File: config.mk
export PLATFORM = sky130hd
export DESIGN_NAME = rbs_regs
export DESIGN_NICKNAME = d
export VERILOG_FILES = /design/src/hw/rbs_regs.v
export VERILOG_INCLUDE_DIRS = /design/src /design/src/hw
export SDC_FILE = /design/constraint.sdc
export NUM_CORES = 1
export LEC_CHECK = 0
export ABC_CLOCK_PERIOD_IN_PS = 2590
export BUFFER_PORTS_ARGS = -buffer_cell sky130_fd_sc_hd__buf_4
export CELL_PAD_IN_SITES_DETAIL_PLACEMENT = 0
export CELL_PAD_IN_SITES_GLOBAL_PLACEMENT = 1
export CORE_MARGIN = 5
export CORE_UTILIZATION = 34
export CTS_BUF_LIST = sky130_fd_sc_hd__clkbuf_4 sky130_fd_sc_hd__clkbuf_8
export DETAILED_ROUTE_END_ITERATION = 10
export GPL_ROUTABILITY_DRIVEN = 0
export PLACE_DENSITY_LB_ADDON = 0.08
export SLEW_MARGIN = 20
export SYNTH_ARGS = -nofsm -noshare
export SYNTH_HDL_FRONTEND = slang
export SYNTH_SLANG_ARGS = --single-unit
File: constraint.sdc
create_clock -name clk_sys_i -period 2.59 [get_ports clk_sys_i]
set_input_delay 0.259 -clock clk_sys_i [delete_from_list [all_inputs] [get_ports clk_sys_i]]
set_output_delay 0.259 -clock clk_sys_i [all_outputs]
set_load 0.01 [all_outputs]
File: src/hw/rbs_consts.vh
`ifndef RBS_CONSTS_VH
`define RBS_CONSTS_VH

// Register word indexes; byte address is four times the index
`define RBS_IDX_BREAK_WAKE   16'hFE00
`define RBS_IDX_RESET_CAUSE  16'hFE01
`define RBS_IDX_BREAK_CLEAR  16'hFE03
`define RBS_IDX_IRQ_STATUS   16'hFE04
`define RBS_IDX_IRQ_MASK     16'hFE05

// Break wake status fields
`define RBS_BIT_STOP_WAIT    1
`define RBS_MASK_BREAK_WAKE  8'h02
`define RBS_RST_BREAK_WAKE   8'h00

// Reset cause fields
`define RBS_BIT_POWER_ON     7
`define RBS_BIT_PIN          6
`define RBS_BIT_WATCHDOG     5
`define RBS_BIT_BAD_OPCODE   4
`define RBS_BIT_BAD_FETCH    3
`define RBS_BIT_MONITOR      2
`define RBS_BIT_LOW_VOLTAGE  1
`define RBS_MASK_RESET_CAUSE 8'hFE
`define RBS_RST_RESET_CAUSE  8'h80

// Break clear control fields
`define RBS_BIT_CLEAR_ENABLE 7
`define RBS_MASK_BREAK_CLEAR 8'h80
`define RBS_RST_BREAK_CLEAR  8'h00

// Interrupt status and mask fields
`define RBS_BIT_IRQ_CAUSE    0
`define RBS_BIT_IRQ_WAKE     1
`define RBS_MASK_IRQ         8'h03
`define RBS_RST_IRQ          8'h00

// Reset pin timing in crystal clock ticks
`define RBS_SAMPLE_TICKS     8'd32
`define RBS_DRIVE_TICKS      8'd64

`endif

File: src/hw/rbs_regs.v
// Chosen here: register access over Avalon-MM.
`timescale 1ns/1ps
`include "rbs_consts.vh"

module rbs_regs
#(
    parameter                 ADDR_W      = 18,
    parameter [7:0]           DRIVE_TICKS = `RBS_DRIVE_TICKS
)
(
    // Clock, reset and enable
    input  wire               clk_sys_i,
    input  wire               rst_n_i,
    input  wire               ce_i,

    // Avalon-MM slave
    input  wire [ADDR_W-1:0]  avs_address_i,
    input  wire               avs_read_i,
    input  wire               avs_write_i,
    input  wire [31:0]        avs_writedata_i,
    input  wire [3:0]         avs_byteenable_i,
    output reg  [31:0]        avs_readdata_o,
    output wire               avs_waitrequest_o,

    // Reset sources
    input  wire               wdog_reset_i,
    input  wire               bad_opcode_reset_i,
    input  wire               bad_addr_reset_i,
    input  wire               opcode_fetch_i,
    input  wire               monitor_entry_reset_i,
    input  wire               low_voltage_reset_i,

    // Reset pin and crystal clock
    input  wire               crystal_clock_tick_i,
    input  wire               reset_pin_i,
    output wire               reset_pin_o,
    output wire               reset_pin_oe_o,
    output wire               sys_reset_o,

    // Break state
    input  wire               break_state_i,
    input  wire               wait_break_exit_i,
    output wire               break_clear_enable_o,

    // Interrupt
    output wire               irq_o
);

    localparam [3:0] ST_IDLE    = 4'b0001;
    localparam [3:0] ST_DRIVE   = 4'b0010;
    localparam [3:0] ST_RELEASE = 4'b0100;
    localparam [3:0] ST_EXTHOLD = 4'b1000;

    localparam [ADDR_W-1:0] ADDR_BREAK_WAKE  = {`RBS_IDX_BREAK_WAKE, 2'b00};
    localparam [ADDR_W-1:0] ADDR_RESET_CAUSE = {`RBS_IDX_RESET_CAUSE, 2'b00};
    localparam [ADDR_W-1:0] ADDR_BREAK_CLEAR = {`RBS_IDX_BREAK_CLEAR, 2'b00};
    localparam [ADDR_W-1:0] ADDR_IRQ_STATUS  = {`RBS_IDX_IRQ_STATUS, 2'b00};
    localparam [ADDR_W-1:0] ADDR_IRQ_MASK    = {`RBS_IDX_IRQ_MASK, 2'b00};

    reg  [3:0]  state_reg;
    reg  [3:0]  state_next;
    reg  [7:0]  tick_reg;
    reg  [7:0]  tick_next;
    reg  [7:0]  wake_reg;
    reg  [7:0]  wake_next;
    reg  [7:0]  cause_reg;
    reg  [7:0]  cause_next;
    reg  [7:0]  clear_ctl_reg;
    reg  [7:0]  clear_ctl_next;
    reg  [7:0]  irq_stat_reg;
    reg  [7:0]  irq_stat_next;
    reg  [7:0]  irq_mask_reg;
    reg  [7:0]  irq_mask_next;
    reg         ack_reg;
    reg  [7:0]  rdata_next;

    wire        req;
    wire        done;
    wire        wr_done;
    wire        rd_done;
    wire        lane0;
    wire [7:0]  wdata;
    wire        clear_allowed;
    wire        internal_req;
    wire        pin_low;
    wire        sample_now;
    reg  [7:0]  cause_set;

    // Bus handshake: one wait cycle, completion on the second edge
    assign req               = avs_read_i | avs_write_i;
    // Frozen clock enable keeps the master waiting, so no access is lost
    assign avs_waitrequest_o = req & ~(ack_reg & ce_i);
    assign done              = req & ack_reg & ce_i;
    assign wr_done           = done & avs_write_i;
    assign rd_done           = done & avs_read_i;
    assign lane0             = avs_byteenable_i[0];
    assign wdata             = avs_writedata_i[7:0];

    // Wake and reset cause flag clearing is blocked inside break unless enabled
    assign clear_allowed = ~break_state_i | clear_ctl_reg[`RBS_BIT_CLEAR_ENABLE];
    assign break_clear_enable_o = clear_ctl_reg[`RBS_BIT_CLEAR_ENABLE];

    // Any internal reset source
    assign internal_req = wdog_reset_i
                        | bad_opcode_reset_i
                        | (bad_addr_reset_i & opcode_fetch_i)
                        | monitor_entry_reset_i
                        | low_voltage_reset_i;

    assign pin_low    = ~reset_pin_i;
    assign sample_now = (state_reg == ST_RELEASE) & crystal_clock_tick_i
                      & (tick_reg == `RBS_SAMPLE_TICKS - 8'd1);

    // Pin is open drain: drive low only, in power-on and internal resets
    assign reset_pin_o    = 1'b0;
    assign reset_pin_oe_o = (state_reg == ST_DRIVE);
    assign sys_reset_o    = (state_reg != ST_IDLE);

    assign irq_o = |(irq_stat_reg & irq_mask_reg);

    // Reset sequencer
    always @*
    begin
        state_next = state_reg;
        tick_next  = tick_reg;
        case (state_reg)
            ST_IDLE:
            begin
                tick_next = 8'h00;
                if (internal_req)
                begin
                    state_next = ST_DRIVE;
                end
                else if (pin_low)
                begin
                    state_next = ST_EXTHOLD;
                end
            end
            ST_DRIVE:
            begin
                if (crystal_clock_tick_i)
                begin
                    if (tick_reg >= DRIVE_TICKS - 8'd1)
                    begin
                        state_next = ST_RELEASE;
                        tick_next  = 8'h00;
                    end
                    else
                    begin
                        tick_next = tick_reg + 8'd1;
                    end
                end
            end
            ST_RELEASE:
            begin
                if (internal_req)
                begin
                    state_next = ST_DRIVE;
                    tick_next  = 8'h00;
                end
                else if (sample_now)
                begin
                    // Pin still low after 32 ticks: someone outside holds it
                    state_next = pin_low ? ST_EXTHOLD : ST_IDLE;
                    tick_next  = 8'h00;
                end
                else if (crystal_clock_tick_i)
                begin
                    tick_next = tick_reg + 8'd1;
                end
            end
            ST_EXTHOLD:
            begin
                tick_next = 8'h00;
                if (internal_req)
                begin
                    state_next = ST_DRIVE;
                end
                else if (~pin_low)
                begin
                    state_next = ST_RELEASE;
                end
            end
            default:
            begin
                state_next = ST_IDLE;
                tick_next  = 8'h00;
            end
        endcase
    end

    // Reset cause events
    always @*
    begin
        cause_set = 8'h00;
        cause_set[`RBS_BIT_WATCHDOG]    = wdog_reset_i;
        cause_set[`RBS_BIT_BAD_OPCODE]  = bad_opcode_reset_i;
        // Data accesses to bad addresses do not count
        cause_set[`RBS_BIT_BAD_FETCH]   = bad_addr_reset_i & opcode_fetch_i;
        cause_set[`RBS_BIT_MONITOR]     = monitor_entry_reset_i;
        cause_set[`RBS_BIT_LOW_VOLTAGE] = low_voltage_reset_i;
        cause_set[`RBS_BIT_PIN]         = (sample_now & pin_low)
                                        | ((state_reg == ST_IDLE) & pin_low & ~internal_req);
    end

    // Register next values; set wins over clear everywhere
    always @*
    begin
        wake_next      = wake_reg;
        cause_next     = cause_reg;
        clear_ctl_next = clear_ctl_reg;
        irq_stat_next  = irq_stat_reg;
        irq_mask_next  = irq_mask_reg;

        // Stop/wait flag cleared by writing zero to it
        if (wr_done && lane0 && avs_address_i == ADDR_BREAK_WAKE && clear_allowed)
        begin
            wake_next = wake_reg & (wdata | ~`RBS_MASK_BREAK_WAKE);
        end

        // Clear only the bits the read returned, so a late event survives
        if (rd_done && avs_address_i == ADDR_RESET_CAUSE && clear_allowed)
        begin
            cause_next = cause_reg & ~avs_readdata_o[7:0];
        end

        if (wr_done && lane0 && avs_address_i == ADDR_BREAK_CLEAR)
        begin
            clear_ctl_next = wdata & `RBS_MASK_BREAK_CLEAR;
        end

        if (wr_done && lane0 && avs_address_i == ADDR_IRQ_STATUS)
        begin
            irq_stat_next = irq_stat_reg & ~wdata;
        end

        if (wr_done && lane0 && avs_address_i == ADDR_IRQ_MASK)
        begin
            irq_mask_next = wdata & `RBS_MASK_IRQ;
        end

        if (wait_break_exit_i)
        begin
            wake_next[`RBS_BIT_STOP_WAIT] = 1'b1;
            irq_stat_next[`RBS_BIT_IRQ_WAKE] = 1'b1;
        end

        // Older flags stay; new causes are ORed in
        cause_next = (cause_next | cause_set) & `RBS_MASK_RESET_CAUSE;
        if (|cause_set)
        begin
            irq_stat_next[`RBS_BIT_IRQ_CAUSE] = 1'b1;
        end
    end

    // Read data mux
    always @*
    begin
        rdata_next = 8'h00;
        case (avs_address_i)
            ADDR_BREAK_WAKE:  rdata_next = wake_reg & `RBS_MASK_BREAK_WAKE;
            ADDR_RESET_CAUSE: rdata_next = cause_reg & `RBS_MASK_RESET_CAUSE;
            ADDR_BREAK_CLEAR: rdata_next = clear_ctl_reg & `RBS_MASK_BREAK_CLEAR;
            ADDR_IRQ_STATUS:  rdata_next = irq_stat_reg & `RBS_MASK_IRQ;
            ADDR_IRQ_MASK:    rdata_next = irq_mask_reg & `RBS_MASK_IRQ;
            default:          rdata_next = 8'h00;
        endcase
    end

    // Sequencer state
    always @(posedge clk_sys_i or negedge rst_n_i)
    begin
        if (!rst_n_i)
        begin
            // Power-on starts with the pin driven low
            state_reg <= ST_DRIVE;
            tick_reg  <= 8'h00;
        end
        else if (ce_i)
        begin
            state_reg <= state_next;
            tick_reg  <= tick_next;
        end
    end

    // Registers
    always @(posedge clk_sys_i or negedge rst_n_i)
    begin
        if (!rst_n_i)
        begin
            wake_reg      <= `RBS_RST_BREAK_WAKE;
            cause_reg     <= `RBS_RST_RESET_CAUSE;
            clear_ctl_reg <= `RBS_RST_BREAK_CLEAR;
            irq_stat_reg  <= `RBS_RST_IRQ;
            irq_mask_reg  <= `RBS_RST_IRQ;
        end
        else if (ce_i)
        begin
            wake_reg      <= wake_next;
            cause_reg     <= cause_next;
            clear_ctl_reg <= clear_ctl_next;
            irq_stat_reg  <= irq_stat_next;
            irq_mask_reg  <= irq_mask_next;
        end
    end

    // Bus acknowledge and read data
    always @(posedge clk_sys_i or negedge rst_n_i)
    begin
        if (!rst_n_i)
        begin
            ack_reg        <= 1'b0;
            avs_readdata_o <= 32'h0000_0000;
        end
        else if (ce_i)
        begin
            if (req && !ack_reg)
            begin
                ack_reg        <= 1'b1;
                avs_readdata_o <= {24'h00_0000, rdata_next};
            end
            else
            begin
                ack_reg <= 1'b0;
            end
        end
    end

endmodule

==> results.md, run 1 <==
* Slew HR at 62.2%
* Antenna Cells at 0
* Biggest fanout along the worst timing path at 11
* CP arrival at 2.50 ns
* Number of sinks driven by the clock tree at 34
* Post-CTS clock slew at the launch and capture registers of the worst setup and hold paths at 0.08 ns
* Post-Route WL at 5150 um
* Syn Area/Cell at 9.61 um2
* Maximum number of pins on one net before global-route repair at 35
* IR Drop Worst-Case VDD at 0.000344 V
* Sequential fraction of the synthesis area at 40.9%
* Share of final-layout standard cells stronger than drive strength 1 at 30.5%
* Number of standard-cell rows in the floorplan at 28
* Total I/O pin count at 107
* Power per unit of standard cell area at 631 nW/um2
* Final cell count without fillers at 347
* Core area at 5960 um2
* Die ar. at 7800 um2
* Worst path setup slack after routing at 0.296 ns
* Final Hold Slack at 0.193 ns
* Leak pwr at 1.20 nW
* Number of port buffers at 49
* Pins over their slew limit at 0
* Estimated wirelength of the detail-placed design at 3830 um
* Area of the mapped netlist at 2090 um2
* TritonCTS clock tree: done
* Total GRT Usage at 13.4%
* Number of cells after detailed placement at 338
* Synthesized flop and latch total at 34
* First-pass iteration count of the detailed router at 4
* Final Hold Violating Endpoints at 0
* Worst Max-Slew Pin Slew at 0.567 ns
* Asr flop ratio synth at 100%
* Source-to-sink clock delay at the later pin of the worst-skew pair at 0.29 ns
* Critical path cell sequence: or4b_4 -> nor3b_4 -> a32oi_2 -> or4_1 -> o211ai_1
* Post-synthesis cell count at 217
* Die Span X at 88.3 um
* DR iter-0 viols at 50
* CTS max path bufs at 2
* Place WS at 0.311 ns
* End-of-flow core utilization at 43.6%
* Peak per-stage delay on the critical path at 0.62 ns
* CP endpoint kind: register
* Register cell area after layout at 853 um2
* Required arrival time at the worst endpoint at 2.80 ns
* Routed length per placed instance at 14.8 um
* Total of cells resized after clock tree synthesis at 0
* Starting density of the core at 35.0%
* Total CTS buffers at 5
* Synth-to-layout area growth at 24.5%
* Die boundary height at 88.3 um
* Worst setup SP type: register
* Fill cell count at 625
* RSZ-0062 raised after global routing: false
* CP max stage cell: or4b_4
* Dominant register cell in the synthesized netlist: dfrtp_1
* Total of warnings raised by yosys at 0
* Max-cap check violation count at 0
* Number of nets in the finished design at 341
* First-pass GRT wire length at 8050 um
* H-tree level count at 2
* Class of the worst hold path: input port to register
* Min cycle time layout at 2.29 ns
* Outcome: complete, no violations
* Vias in the first global route at 1626
* Fmax at 0.436 GHz
* Root Buffer: clkbuf_8
* Startpoint-to-endpoint class of the critical path: register to register
* Setup-violating endpoint count in the final report at 0
* Count of flip-flops with a built-in enable after synthesis at 0
* Via/cell ratio at 4.97
* Clock Skew at 0.00991 ns
* Netlist cell types at 52
* Number of antenna violations at the first check in global routing at 0
* Setup Total Neg Slack at 0 ns
* Count of nets left with antenna violations after detail routing at 0
* Share of the clock period used by the worst path after layout at 88.6%
* Total area of multi-input combinational cells at 1060 um2
* Remaining DRCs at 0
* Total grt overflow at 0
* Vias at 1724
## cell families after synthesis
logic type | synth area share (%)
buffers and inverters | 12.7
DFF | 40.9
xor gates and xnor gates | 0.420
adders and majority gates | 0.600
other | 0.180
and+or+nand+nor | 22.0
muxes | 6.30
AOI/OAI and AO/OA | 16.9
## placed cells by master, fill, tap and decap left out, types with 3 or more instances in the layout
cell type and count:
buf_4 56, o21ai_0 10, nor3_1 3, dfrtp_1 32
nand4_1 4, nor2_1 11, nand2_1 28, conb_1 25
a211oi_1 3, nor2b_1 3, a21oi_1 3, a22o_1 16
mux2i_1 3, mux2_2 7, inv_1 6, clkbuf_8 5
nor4_1 5, nand3_1 9
## synthesized netlist by cell type (4+ instances only)
library cell	count	area (um2)
a22o_1	16	140
buf_4	26	195
clkbuf_1	5	18.8
dfrtp_1	32	801
inv_1	6	22.5
mux2_2	7	78.8
nand2_1	28	105
nand3_1	9	45.0
nand4_1	4	25.0
nor2_1	11	41.3
nor4_1	5	31.3
o21ai_0	10	50.1
## repair_timing
action,CTS,global route
setup buffers,0,0
hold endpoints to repair,32,0
hold buffers,1,0
## critical path, delay by kind of cell, from the launching register on
family / cells / cell delay (ns)
and+or+nand+nor: 3 / 1.46
DFF: 1 / 0.46
AOI/OAI and AO/OA: 2 / 0.29
## power breakdown
| group | switching, W | internal (W) |
|---|---|---|
| logic | 0.000223 | 0.000194 |
| registers | 0.0000384 | 0.000574 |
| clock network | 0.000222 | 0.000386 |
| total | 0.000484 | 0.00115 |
## path summary, 6_finish.rpt
path | start | end | slack (ns) | cells after the start
max | state_reg[3]$_DFFE_PN0P_ | tick_reg[3]$_DFFE_PN0P_ | 0.30 | 5
min in group asynchronous | rst_n_i | clear_ctl_reg[7]$_DFFE_PN0P_ | 0.46 | 2
max reg2reg | state_reg[3]$_DFFE_PN0P_ | tick_reg[3]$_DFFE_PN0P_ | 0.30 | 5
min reg2reg | avs_readdata_o[7]$_DFFE_PN0P_ | cause_reg[7]$_DFFE_PN1P_ | 0.46 | 1
max in group asynchronous | rst_n_i | state_reg[1]$_DFFE_PN1P_ | 1.78 | 2
min | bad_opcode_reset_i | cause_reg[4]$_DFFE_PN0P_ | 0.19 | 2
## layer usage
layer | GRT usage, % | routed length (um) | vias up
li1 | - | - | 853
met1 | 18.4 | 2320 | 825
met2 | 20.9 | 2410 | 39
met3 | 3.17 | 360 | 7
met4 | 4.12 | 58 | 0
met5 | 0 | 0 | -
## per-stage QoR
stage	area, um2	total power, W
6_report	2600	0.00164
5_1_grt	2600	0.00174
2_1_floorplan	2180	0.000939
3_3_place_gp	2450	0.00104
4_1_cts	2600	0.00166
3_5_place_dp	2450	0.00104
## cell type report
type,count,area share (%)
tap,75,3.61
multi-input combinational,167,40.8
clock buffer,5,2.65
clock inverter,3,2.65
inverter,6,0.867
sequential,34,32.9
timing repair buffer,57,16.6
(Power assumes the default switching activity.)
==> inputs of run 2 (changes only) <==
SETUP_SLACK_MARGIN = 0.4   (was default)
==> results.md, run 2 (synthesized netlist as in run 1, its figures left out) <==
* Place WS at 0.380 ns (was 0.311 ns)
* Total I/O pin count at 107 (unchanged)
* Most common cell after layout, fill and taps aside: buf_4 (unchanged)
* Cells on Worst Hold Path at 2 (unchanged)
* Via/cell ratio at 5.03 (was 4.97)
* Sw Share at 31.8% (was 29.5%)
* Setup Total Neg Slack at 0 ns (unchanged)
* Startpoint-to-endpoint class of the critical path: register to register (unchanged)
* Routed length per placed instance at 14.8 um (about the same)
* Number of standard-cell rows in the floorplan at 28 (unchanged)
* Share of final-layout standard cells stronger than drive strength 1 at 32.1% (was 30.5%)
* Vias in the first global route at 1694 (was 1626)
* Sw power at 0.000477 W (was 0.000484 W)
* Final Hold Slack at 0.207 ns (was 0.193 ns)
* Power per unit of standard cell area at 572 nW/um2 (was 631 nW/um2)
* IR Drop Worst-Case VDD at 0.000378 V (was 0.000344 V)
* Depth of the most critical reg-to-reg path at 6 (was 5)
* Leak pwr at 1.21 nW (was 1.20 nW)
* Final Hold Violating Endpoints at 0 (unchanged)
* Max-cap check violation count at 0 (unchanged)
* Total grt overflow at 0 (unchanged)
* Remaining DRCs at 0 (unchanged)
* Root Buffer: clkbuf_8 (unchanged)
* H-tree level count at 2 (unchanged)
* Slew HR at 65.5% (was 62.2%)
* Number of port buffers at 49 (unchanged)
* Worst Max-Slew Pin Slew at 0.516 ns (was 0.567 ns)
* Starting density of the core at 35.0% (unchanged)
* Source-to-sink clock delay at the later pin of the worst-skew pair at 0.28 ns (was 0.29 ns)
* First-pass GRT wire length at 8060 um (was 8050 um)
* Count of nets left with antenna violations after detail routing at 0 (unchanged)
* Antenna Cells at 0 (unchanged)
* Setup-violating endpoint count in the final report at 0 (unchanged)
* Portion of total power attributed to sequential cells at 40.7% (was 37.4%)
* CP arrival at 2.34 ns (was 2.50 ns)
* Clock Skew at 0.00252 ns (was 0.00991 ns)
* Part of the power in the clock network at 28.2% (was 37.1%)
* Total CTS buffers at 5 (unchanged)
* TritonCTS clock tree: done (unchanged)
* Share of the clock period used by the worst path after layout at 82.4% (was 88.6%)
* Worst path setup slack after routing at 0.456 ns (was 0.296 ns)
* Highest-count cells in the layout ignoring fill and taps: buf_4 (60), dfrtp_1 (32), nand2_1 (28) (was buf_4 (56), dfrtp_1 (32), nand2_1 (28))
* Core area at 5960 um2 (unchanged)
* Die boundary height at 88.3 um (unchanged)
* Post-Route WL at 5220 um (was 5150 um)
* Estimated wirelength of the detail-placed design at 3740 um (was 3830 um)
* First-pass iteration count of the detailed router at 4 (unchanged)
* Min cycle time layout at 2.13 ns (was 2.29 ns)
* Number of sinks driven by the clock tree at 34 (unchanged)
* Fmax at 0.469 GHz (was 0.436 GHz)
* Die ar. at 7800 um2 (unchanged)
* Internal power consumption at 0.00103 W (was 0.00115 W)
* Total GRT Usage at 13.1% (was 13.4%)
* Proportion of power drawn by combinational gates at 31.0% (was 25.5%)
* CTS max path bufs at 2 (unchanged)
* Die Span X at 88.3 um (unchanged)
* Design Area, Final at 2630 um2 (was 2600 um2)
* CP endpoint kind: register (unchanged)
* Class of the worst hold path: input port to register (unchanged)
* Pins over their slew limit at 0 (unchanged)
* Vias at 1772 (was 1724)
* Required arrival time at the worst endpoint at 2.79 ns (was 2.80 ns)
* Number of nets in the finished design at 346 (was 341)
* Biggest fanout along the worst timing path at 5 (was 11)
* Synth-to-layout area growth at 25.9% (was 24.5%)
* Maximum number of pins on one net before global-route repair at 35 (unchanged)
* Post-CTS clock slew at the launch and capture registers of the worst setup and hold paths at 0.07 ns (was 0.08 ns)
* DR iter-0 viols at 104 (was 50)
* RSZ-0062 raised after global routing: true (was false)
* Outcome: complete, no violations (unchanged)
* Worst setup SP type: register (unchanged)
* Area post-placement at 2450 um2 (about the same)
* Number of antenna violations at the first check in global routing at 0 (unchanged)
==> run 2: cell count changes in the layout (fill, tap and decap cells not counted) <==
| cell | before | now |
|---|---|---|
| clkinv_4 | 1 | 0 |
| buf_4 | 56 | 60 |
| clkbuf_8 | 5 | 6 |
| clkinv_2 | 0 | 1 |
| bufinv_16 | 2 | 0 |
| a32oi_4 | 0 | 1 |
| nor4b_4 | 0 | 1 |
| clkbuf_4 | 0 | 1 |
| nor4b_1 | 2 | 1 |
==> run 2: worst paths after layout <==
path | to | start | slack (ns)
setup / recovery | tick_reg[3]$_DFFE_PN0P_ | state_reg[3]$_DFFE_PN0P_ | 0.46
hold / removal | clear_ctl_reg[7]$_DFFE_PN0P_ | avs_writedata_i[7] | 0.21
setup reg to reg | tick_reg[3]$_DFFE_PN0P_ | state_reg[3]$_DFFE_PN0P_ | 0.46
hold reg to reg | cause_reg[7]$_DFFE_PN1P_ | avs_readdata_o[7]$_DFFE_PN0P_ | 0.47
max in group asynchronous | state_reg[1]$_DFFE_PN1P_ | rst_n_i | 1.77
min in group asynchronous | clear_ctl_reg[7]$_DFFE_PN0P_ | rst_n_i | 0.47
==> run 2: routing by layer <==
metal	track usage, %	share of wire (%)	vias up
met1	17.2	46	850
met5	0	0	-
li1	-	-	871
met3	3.63	6.4	4
met2	21.5	47	47
met4	3.30	0.77	0
==> run 2: layout make-up <==
cell class                 count  area [um2]
sequential                    34         853
fill                         593        3330
multi-input combinational    168        1100
clock inverter                 1        5.00
inverter                       6        22.5
tap                           75        93.8
timing repair buffer          61         460
clock buffer                   7        90.1
==> run 2: repair_timing <==
action | 4_1_cts | 5_1_grt
gates resized for setup | 1 | 1
buffers inserted | 0 | 5
cloned | 0 | 1
pin swaps | 0 | 3
endpoints found under the hold margin | 32 | 0
setup endpoints to repair | 2 | 5
hold buffers | 1 | 0
==> run 2: critical path, cell delays in order, from the launching register on <==
cell and delay, ns:
dfrtp_1 0.39, or4b_4 0.58, nor3b_4 0.18, buf_4 0.18, a32oi_2 0.10, or4_1 0.54, o211ai_1 0.09
==> run 2: per-stage QoR <==
step | power, W | instances | util (%)
final | 0.00150 | 352 | 44.1
after global routing | 0.00161 | 352 | 44.1
after CTS | 0.00147 | 346 | 43.0
after detailed placement | 0.00103 | 337 | 41.1
after global placement | 0.00104 | 337 | 41.1
after floorplan | 0.000944 | 241 | -
==> run 2: power groups by stage <==
stage	clock network [W]	logic (W)	registers, W
6_report	0.000424	0.000466	0.000612
5_1_grt	0.000467	0.000522	0.000618
4_1_cts	0.000441	0.000421	0.000610
3_5_place_dp	0	0.000411	0.000621
3_3_place_gp	0	0.000416	0.000621
2_1_floorplan	0	0.000344	0.000600
